## src/hw/ida_pkg.sv

```systemverilog
// constants and state layout for the indirect data addressing unit
package ida_pkg;
  // =========================================================
  // widths
  localparam int unsigned ADDR_W = 8;
  localparam int unsigned DATA_W = 8;
  localparam int unsigned PTR_W  = 12;
  localparam int unsigned HI_W   = 4;
  localparam int unsigned BSR_W  = 4;
  localparam int unsigned NPTR   = 3;

  // =========================================================
  // physical register offsets
  localparam logic [7:0] OFS_P0_HIGH  = 8'h00;
  localparam logic [7:0] OFS_P0_LOW   = 8'h01;
  localparam logic [7:0] OFS_WORKING  = 8'h02;
  localparam logic [7:0] OFS_P1_HIGH  = 8'h03;
  localparam logic [7:0] OFS_P1_LOW   = 8'h04;
  localparam logic [7:0] OFS_BANK_SEL = 8'h05;
  localparam logic [7:0] OFS_P2_HIGH  = 8'h06;
  localparam logic [7:0] OFS_P2_LOW   = 8'h07;

  // =========================================================
  // virtual locations: group in addr[7:3], kind in addr[2:0]
  localparam logic [4:0] GRP_PTR_A = 5'h01;
  localparam logic [4:0] GRP_PTR_C = 5'h03;
  localparam int unsigned GRP_LSB  = 3;
  localparam logic [2:0] LOC_PLAIN    = 3'h0;
  localparam logic [2:0] LOC_POST_INC = 3'h1;
  localparam logic [2:0] LOC_POST_DEC = 3'h2;
  localparam logic [2:0] LOC_PRE_INC  = 3'h3;
  localparam logic [2:0] LOC_PLUS_W   = 3'h4;

  // =========================================================
  // reset values and pointer step
  localparam logic [11:0] PTR_RST  = 12'h000;
  localparam logic [7:0]  WORKING_REGISTER_RST = 8'h00;
  localparam logic [3:0]  BSR_RST  = 4'h0;
  localparam logic [11:0] PTR_ONE  = 12'h001;

  // complete block state
  typedef struct packed {
    logic [2:0][11:0] ptr;
    logic [7:0]       working_register;
    logic [3:0]       bank_select;
    logic [7:0]       rdata;
    logic             rd_mem;
  } ida_state_s;
endpackage

```

## src/hw/ida_indirect.sv

```systemverilog
// indirect data addressing unit: pointers, working and bank registers
//
// The placing of the registers and the plain strobed port were chosen for this implementation.
`timescale 1ns/1ps

// How it works
// - virtual locations address memory through selected pointer
// - post-increment: use pointer, then add one
// - post-decrement: use pointer, then subtract one
// - pre-increment: add one, then use pointer
// - plus-working: address is pointer plus working offset
// - pointers: full low byte, four-bit high byte
// - unimplemented bits read back as zero
module ida_indirect (
  input  wire logic       CLK,
  input  wire logic       RST_N,
  input  wire logic [7:0] ADDR,
  input  wire logic [7:0] WDATA,
  input  wire logic       WR,
  input  wire logic       RD,
  output logic      [7:0] RDATA,
  output logic      [11:0] DMEM_ADDR,
  output logic      [7:0] DMEM_WDATA,
  output logic            DMEM_WE,
  output logic            DMEM_RE,
  input  wire logic [7:0] DMEM_RDATA,
  output logic      [3:0] BANK_SEL,
  output logic      [7:0] WORKING
);

  // =========================================================
  // state and decode signals
  ida_pkg::ida_state_s s_q;
  ida_pkg::ida_state_s s_d;
  logic        virt_hit;
  logic [1:0]  v_sel;
  logic [2:0]  v_kind;
  logic [4:0]  v_grp;
  logic [11:0] v_cur;
  logic [11:0] v_inc;
  logic [11:0] v_dec;
  logic [11:0] v_off;
  logic [11:0] v_addr;

  // =========================================================
  // next state, register access and pointer arithmetic
  always_comb begin
    s_d        = s_q;
    s_d.rdata  = 8'h00;
    s_d.rd_mem = 1'b0;
    v_grp      = ADDR[ida_pkg::ADDR_W-1:ida_pkg::GRP_LSB];
    v_kind     = ADDR[ida_pkg::GRP_LSB-1:0];
    // groups 1..3 map onto pointers a..c; other kinds are unmapped
    virt_hit   = (RD | WR) && (v_grp >= ida_pkg::GRP_PTR_A) &&
                 (v_grp <= ida_pkg::GRP_PTR_C) && (v_kind <= ida_pkg::LOC_PLUS_W);
    v_sel      = 2'(v_grp - ida_pkg::GRP_PTR_A);
    if (v_sel > 2'(ida_pkg::NPTR - 1)) begin
      v_sel = 2'h0;
    end
    v_cur = s_q.ptr[v_sel];
    v_inc = v_cur + ida_pkg::PTR_ONE;
    v_dec = v_cur - ida_pkg::PTR_ONE;
    // working register is a signed offset; wraps within 12 bits
    v_off = {{(ida_pkg::PTR_W-ida_pkg::DATA_W){s_q.working_register[7]}}, s_q.working_register};
    case (v_kind)
      ida_pkg::LOC_PRE_INC: begin
        v_addr = v_inc;
      end
      ida_pkg::LOC_PLUS_W: begin
        v_addr = v_cur + v_off;
      end
      default: begin
        v_addr = v_cur;
      end
    endcase

    if (virt_hit) begin
      // memory supplies read data in the following cycle
      s_d.rd_mem = RD;
      case (v_kind)
        ida_pkg::LOC_POST_INC: begin
          s_d.ptr[v_sel] = v_inc;
        end
        ida_pkg::LOC_POST_DEC: begin
          s_d.ptr[v_sel] = v_dec;
        end
        ida_pkg::LOC_PRE_INC: begin
          s_d.ptr[v_sel] = v_inc;
        end
        default: begin
          s_d.ptr[v_sel] = v_cur;
        end
      endcase
    end else if (WR) begin
      // high bytes keep only four bits; upper nibble is dropped
      case (ADDR)
        ida_pkg::OFS_P0_HIGH: s_d.ptr[0][11:8] = WDATA[3:0];
        ida_pkg::OFS_P0_LOW:  s_d.ptr[0][7:0]  = WDATA;
        ida_pkg::OFS_WORKING: s_d.working_register         = WDATA;
        ida_pkg::OFS_P1_HIGH: s_d.ptr[1][11:8] = WDATA[3:0];
        ida_pkg::OFS_P1_LOW:  s_d.ptr[1][7:0]  = WDATA;
        ida_pkg::OFS_BANK_SEL: s_d.bank_select         = WDATA[3:0];
        ida_pkg::OFS_P2_HIGH: s_d.ptr[2][11:8] = WDATA[3:0];
        ida_pkg::OFS_P2_LOW:  s_d.ptr[2][7:0]  = WDATA;
        default: begin
          s_d.working_register = s_q.working_register;
        end
      endcase
    end else if (RD) begin
      // unmapped addresses read zero
      case (ADDR)
        ida_pkg::OFS_P0_HIGH: s_d.rdata = {4'h0, s_q.ptr[0][11:8]};
        ida_pkg::OFS_P0_LOW:  s_d.rdata = s_q.ptr[0][7:0];
        ida_pkg::OFS_WORKING: s_d.rdata = s_q.working_register;
        ida_pkg::OFS_P1_HIGH: s_d.rdata = {4'h0, s_q.ptr[1][11:8]};
        ida_pkg::OFS_P1_LOW:  s_d.rdata = s_q.ptr[1][7:0];
        ida_pkg::OFS_BANK_SEL: s_d.rdata = {4'h0, s_q.bank_select};
        ida_pkg::OFS_P2_HIGH: s_d.rdata = {4'h0, s_q.ptr[2][11:8]};
        ida_pkg::OFS_P2_LOW:  s_d.rdata = s_q.ptr[2][7:0];
        default: begin
          s_d.rdata = 8'h00;
        end
      endcase
    end
  end

  // =========================================================
  // state register, synchronous reset
  always_ff @(posedge CLK) begin
    if (!RST_N) begin
      s_q.ptr    <= {ida_pkg::PTR_RST, ida_pkg::PTR_RST, ida_pkg::PTR_RST};
      s_q.working_register   <= ida_pkg::WORKING_REGISTER_RST;
      s_q.bank_select    <= ida_pkg::BSR_RST;
      s_q.rdata  <= 8'h00;
      s_q.rd_mem <= 1'b0;
    end else begin
      s_q <= s_d;
    end
  end

  // =========================================================
  // outputs; memory strobes are combinational handshake
  assign DMEM_ADDR  = virt_hit ? v_addr : 12'h000;
  assign DMEM_WDATA = WDATA;
  assign DMEM_WE    = virt_hit & WR;
  assign DMEM_RE    = virt_hit & RD;
  // a virtual read has no storage here, so memory data is forwarded
  assign RDATA      = s_q.rd_mem ? DMEM_RDATA : s_q.rdata;
  assign BANK_SEL   = s_q.bank_select;
  assign WORKING    = s_q.working_register;
endmodule

```

## config.mk

```make
export PLATFORM = sky130hd
export DESIGN_NAME = ida_indirect
export DESIGN_NICKNAME = d
export VERILOG_FILES = /design/src/hw/ida_pkg.sv /design/src/hw/ida_indirect.sv
export SDC_FILE = /design/constraint.sdc
export NUM_CORES = 1
export LEC_CHECK = 0
export ABC_AREA = 1
export BUFFER_PORTS_ARGS = -buffer_cell sky130_fd_sc_hd__buf_2
export CELL_PAD_IN_SITES_DETAIL_PLACEMENT = 0
export CELL_PAD_IN_SITES_GLOBAL_PLACEMENT = 2
export CORE_MARGIN = 4
export CORE_UTILIZATION = 34
export CTS_CLUSTER_DIAMETER = 120
export DETAILED_ROUTE_END_ITERATION = 6
export PLACE_DENSITY_LB_ADDON = 0.1
export SLEW_MARGIN = 10
export SYNTH_ARGS = -nofsm -noshare
export SYNTH_HDL_FRONTEND = slang
export SYNTH_SLANG_ARGS = --single-unit
```

## constraint.sdc

```tcl
create_clock -name CLK -period 5.95 [get_ports CLK]
set_input_delay 0.2975 -clock CLK [delete_from_list [all_inputs] [get_ports CLK]]
set_output_delay 0.2975 -clock CLK [all_outputs]
set_load 0.01 [all_outputs]
```

# Yosys cells after proc, flatten, opt, wreduce, memory -nomap -nowiden
# Cells that the tools add are included.
# classes
add_sub_neg,4
n_lt_le_gt_ge,6
n_eq_ne,11
n_mux,23
bitwise,6
n_reduce_logical,23
# ops
cell,n
36-bit bitwise mux,3
36-bit case mux with 2 select lines,1
8-bit case mux with 8 select lines,1
48-bit 2-to-1 mux,1
8-bit 2-to-1 mux,5
12-bit 2-to-1 mux,3
36-bit 2-to-1 mux,1
8-bit by 3-bit == test with 1-bit output (second input constant),4
12-bit binary-select mux with 2-bit select,1
12-bit demux with 2-bit select,1
12-bit case mux with 2 select lines,1
8-bit by 2-bit == test with 1-bit output (second input constant),2
4-bit 2-to-1 mux,4
2-bit AND reduction,7
2-bit nonzero test,7
12-bit by 1-bit adder with 12-bit output (second input constant),1
12-bit adder,1
12-bit by 1-bit subtractor with 12-bit output (second input constant),1
8-bit by 1-bit == test with 1-bit output (second input constant),1
8-bit logical NOT,1
3-bit by 2-bit == test with 1-bit output (second input constant),2
3-bit AND reduction,2
5-bit by 1-bit greater-or-equal comparator with 1-bit output (second input constant),1
5-bit by 2-bit less-or-equal comparator with 1-bit output (second input constant),1
other kinds (14),20
# totals
regBits,57
in_bits,28
wordCells,83

# Depth between registers and ports, before layout
# depth
ltp_word,10
depth_mapped,18

# Least setup slack after synthesis
# No wires, ideal clock.
# synth_path
path_kind,input-to-output
from,input ADDR[4]
to,output DMEM_ADDR[11]
arrival_time_ns,2.266
setup_slack_ns,3.387
path_stages,13
path_buffers,2
path_cell_list,buf_4 -> buf_4 -> nand3_1 -> nand3b_4 -> inv_1 -> ha_1 -> a21o_1 -> a21o_1 -> a221oi_1 -> nand2_1 -> nand2_1 -> nand3_1 -> a21oi_1
# synth_via
elab_chain_len,8
# synth_lines
item,line,text
"start, declared",ida_indirect.sv:17,"input wire logic [7:0] ADDR,"
2-bit by 1-bit subtractor with 2-bit output,ida_indirect.sv:56,v_sel = 2'(v_grp - ida_pkg::GRP_PTR_A);
2-bit > comparator,ida_indirect.sv:57,if (v_sel > 2'(ida_pkg::NPTR - 1)) begin
2-bit 2-to-1 mux,ida_indirect.sv:57,
12-bit binary-select mux with 2-bit select,ida_indirect.sv:60,v_cur = s_q.ptr[v_sel];
12-bit 2-to-1 mux (implied by the code),ida_indirect.sv:60,
12-bit adder / 12-bit by 1-bit adder with 12-bit output (equally long branches),"ida_indirect.sv:70, ida_indirect.sv:61",
12-bit case mux with 2 select lines,ida_indirect.sv:65,case (v_kind)
12-bit 2-to-1 mux *,ida_indirect.sv:143,assign DMEM_ADDR = virt_hit ? v_addr : 12'h000;
"end, declared",ida_indirect.sv:22,"output logic [11:0] DMEM_ADDR,"
# Every way passes the cells marked *; elsewhere a longest branch is shown, timed or not. The select of a mux whose other input is x is not followed.

# Worst setup path after layout
# layout_path
from,input ADDR[4]
to,output DMEM_ADDR[6]
# Same word-level chain as after synthesis.

==> summary.md <==
Across the run, the number of max-cap violations was 0. The initial antenna violation count came out at 0. The detailed placement HPWL was 19.4 mm; the hold violation count in the final report was 0. TritonCTS built the clock tree. The worst setup path is launched from a primary input.

IR analysis of the VDD net gives a maximum drop of 0.130 mV. The global-route met3 utilization was 3.16%. The global routing stage identified its most utilized layer as met2. In this run the remaining antenna-violating nets after routing total 0. Power spread over the standard cell area amounts to 197 mW/mm². The clock arrives with 0.0122 ns of skew. Yosys mapped a number of flops with a built-in enable equal to 0. Number of port buffers: 69. Leading register cell type out of synthesis: sky130_fd_sc_hd__dfxtp_1. The vertical extent of the die is 137 µm. When the netlist entered floorplanning its net count stood at 998. At the worst endpoint, the required time is 5.65 ns. Summing the sequential cell areas from Yosys gives 20.1% of the chip area. Yosys mapped the design onto 45 distinct sky130hd cell types. For the final count of negative-setup-slack endpoints, the log shows 0. After technology mapping, the gate count stands at 957. The number of antenna diodes in the final layout is 0. The first routing iteration left 796 violations. The longest clock path from root to sink contains 2 buffers. During I/O placement, the number of pins put on the boundary was 70. The number of buffers inserted by hold repair at cts is 0, and the register area is 0.00114 mm².

For this design the static power due to leakage is 0.00295 µW. In this run the standard cell core region covers 0.0161 mm². In the routed design, unresolved DRC markers number 0. The number of setup buffers added after CTS came out at 0.

The wire length of the first global-routing pass was 37.1 mm; the total standard cell area after synthesis was 0.00567 mm². The first TritonRoute pass finished after 6 iterations. Prior to clock tree synthesis, the placed netlist has a worst setup slack of 2.06 ns.

The run gives 40.8% as the worst max-slew margin expressed relative to the limit. Counting both buffers and inverters, the worst setup path holds a total of 7. The most critical setup path has its startpoint at ADDR[4]. The transition time of the tightest slew-check pin is 0.884 ns, and the horizontal die dimension is 137 µm. The clock latency at the later pin of the worst-skew pair was 0.34 ns; the global placer's final weighted congestion was 0.906. Critical path capture point: DMEM_ADDR[6].

In this design, the largest share of critical-path delay is due to buffers and inverters. The met1 capacity usage during global routing came out at 38.7%. Counting flops with an async set or reset pin after synthesis yields a share of 0%. The final critical path takes up 66.1% of the cycle. The final route contains 6745 vias.

For the TritonCTS sink count, the log shows 57. The number of cells on the worst reg-to-reg path is 12. The area overhead of the layout relative to synthesis is 11.6%. The endpoint identified for the worst register-to-register timing path is s_q[39]. Fill cells in the final layout number 1883.

Entering global routing, the biggest net connects 44 pins. Share of post-route cells with drive strength above 1: 14.0%. Walking the worst path, the cells encountered are buf_2, inv_2, nand2_1, nand3_2, inv_1, nand2_1, nand2_1, inv_1, ha_1, inv_1, nand2_1, a21oi_1, inv_1, or2_0, nand3_1, o211ai_1, o21ai_0, nor2_1, buf_2. The mean number of vias per cell was 5.59; the number of storage elements in the synthesis netlist was 57.

The worst setup path is captured at a primary output. The post-synthesis area per instance works out to 5.93 µm². On the final layout, the worst hold slack is 0.223 ns. The launch instance of the worst register-to-register path is s_q[33].

Cell at the root of the clock tree: sky130_fd_sc_hd__clkbuf_16. Subtracting the final worst setup slack from the clock period gives 3.93 ns. For this run, the slowest stage of the critical path takes 0.61 ns.

The Yosys step of the flow raised 0 warnings. The initial utilization of the core area, before any placement, comes to 35.2%. Of all nets on the critical path, the largest fanout is 39.

After layout, the worst setup slack is 2.02 ns. Area of the die: 0.0188 mm². Based on the critical path, the design can be clocked at up to 0.254 GHz. The global-route total usage across every layer is 26.5%.

The run gives 9 as the total clock buffers created by CTS. Summed over all layers, the global routing overflow is 0. The logs give 1026 for the total number of nets in the final design and 0 ns for the total negative slack.

The critical path crosses 19 cells after its start point. The run gives 40.7% as the met2 global-route usage. After clock tree synthesis, the repair step resized 0 gates. For the worst setup path, the data arrival time is 3.64 ns. The detailed-route wire length came out at 24.5 mm.

Critical path's slowest cell: sky130_fd_sc_hd__buf_2. Post-detailed-route wirelength per cell: 20.3 µm. The clock tree synthesis step divided the H-tree into 3 levels.

Row generation in the floorplan step produced 46 rows. Clock input transition at the sequential cells of the worst setup and hold paths: 0.06 ns. Worst min-delay path class: primary input to flop. The internal reg-to-reg setup slack is 3.39 ns. The number of global-route vias before repair was 6148. The run finished with clean final reports. In the final layout, the multi-input gates occupy 0.00376 mm².

The worst setup path is of the primary input to primary output kind. Max-slew violation total from the final report: 0. Setup repair after global routing left no endpoint under its margin.

Leaving out fill and tap cells, the most frequent cell in the layout is sky130_fd_sc_hd__nand2_1. In the layout the commonest cells are 211 x sky130_fd_sc_hd__nand2_1, 131 x sky130_fd_sc_hd__nand3_1, 115 x sky130_fd_sc_hd__inv_1.
sequential cells by signal, indices dropped and copies added, names as in the netlist:
signal and cells:
BANK_SEL 4, s_q 45, WORKING 8
metrics by stage:
stage / instances / cell area [µm²] / power (µW) / utilization, %
after floorplan: 957 / 5670 / 582 / -
after global routing: 1206 / 6330 / 1300 / 39.3
after CTS: 1206 / 6330 / 1250 / 39.3
after detailed placement: 1190 / 6000 / 665 / 37.2
final: 1206 / 6330 / 1250 / 39.3
after global placement: 1190 / 6000 / 669 / 37.2
synth_stat cells (11+ instances only):
master,number,area [µm²]
sky130_fd_sc_hd__nand2_1,211,792
sky130_fd_sc_hd__clkbuf_1,21,78.8
sky130_fd_sc_hd__buf_4,24,180
sky130_fd_sc_hd__a21oi_1,71,355
sky130_fd_sc_hd__nand3_1,131,656
sky130_fd_sc_hd__nor2_1,73,274
sky130_fd_sc_hd__a31oi_1,12,75.1
sky130_fd_sc_hd__ha_1,13,163
sky130_fd_sc_hd__a221oi_1,11,96.3
sky130_fd_sc_hd__o211ai_1,14,105
sky130_fd_sc_hd__o21ai_0,87,435
sky130_fd_sc_hd__inv_1,115,432
sky130_fd_sc_hd__dfxtp_1,57,1140
tightest hold or removal path, delay by kind of cell:
family | cells | cell delay, ns
buffers and inverters | 1 | 0.10
and+or+nand+nor | 2 | 0.12
worst min path at each step:
stage | startpoint | to | slack, ns | cells after the start
CTS | WDATA[5] | WORKING[5] | 0.21 | 3
global placement | BANK_SEL[1] | BANK_SEL[1] | 0.46 | 2
global route | WDATA[5] | WORKING[5] | 0.24 | 3
detailed placement | BANK_SEL[1] | BANK_SEL[1] | 0.47 | 2
floorplan | WDATA[3] | WORKING[3] | 0.43 | 2
finish | WDATA[5] | WORKING[5] | 0.22 | 3
layout make-up:
| cell class | count | share of cell area [%] |
|---|---|---|
| Multi-Input combinational cell | 723 | 59.4 |
| Timing Repair Buffer | 72 | 5.81 |
| Clock buffer | 10 | 3.78 |
| Sequential cell | 57 | 18.0 |
| Tap cell | 216 | 4.27 |
| Inverter | 122 | 7.24 |
| Clock inverter | 6 | 1.42 |
power breakdown:
part	total (µW)	switching, µW	internal [µW]
combinational	266	193	72.1
sequential	398	8.63	389
clock	583	204	379
total	1250	406	841
routing by layer:
layer | vias up | wire, µm
met5 | - | 0
met4 | 0 | 575
met3 | 37 | 1730
met2 | 322 | 10900
met1 | 3108 | 11300
li1 | 3278 | -
kinds of logic (layout without fill, tap and decap cells):
group | after synthesis | count (layout) | share of synthesized area (%)
muxes | 8 | 8 | 1.59
AOI/OAI and AO/OA | 231 | 231 | 23.4
and+or+nand+nor | 464 | 464 | 37.4
DFF | 57 | 57 | 20.1
xor gates and xnor gates | 7 | 7 | 1.08
adders and majority gates | 13 | 13 | 2.87
buffers and inverters | 177 | 210 | 13.6
Power figures use the tool's default switching activity.
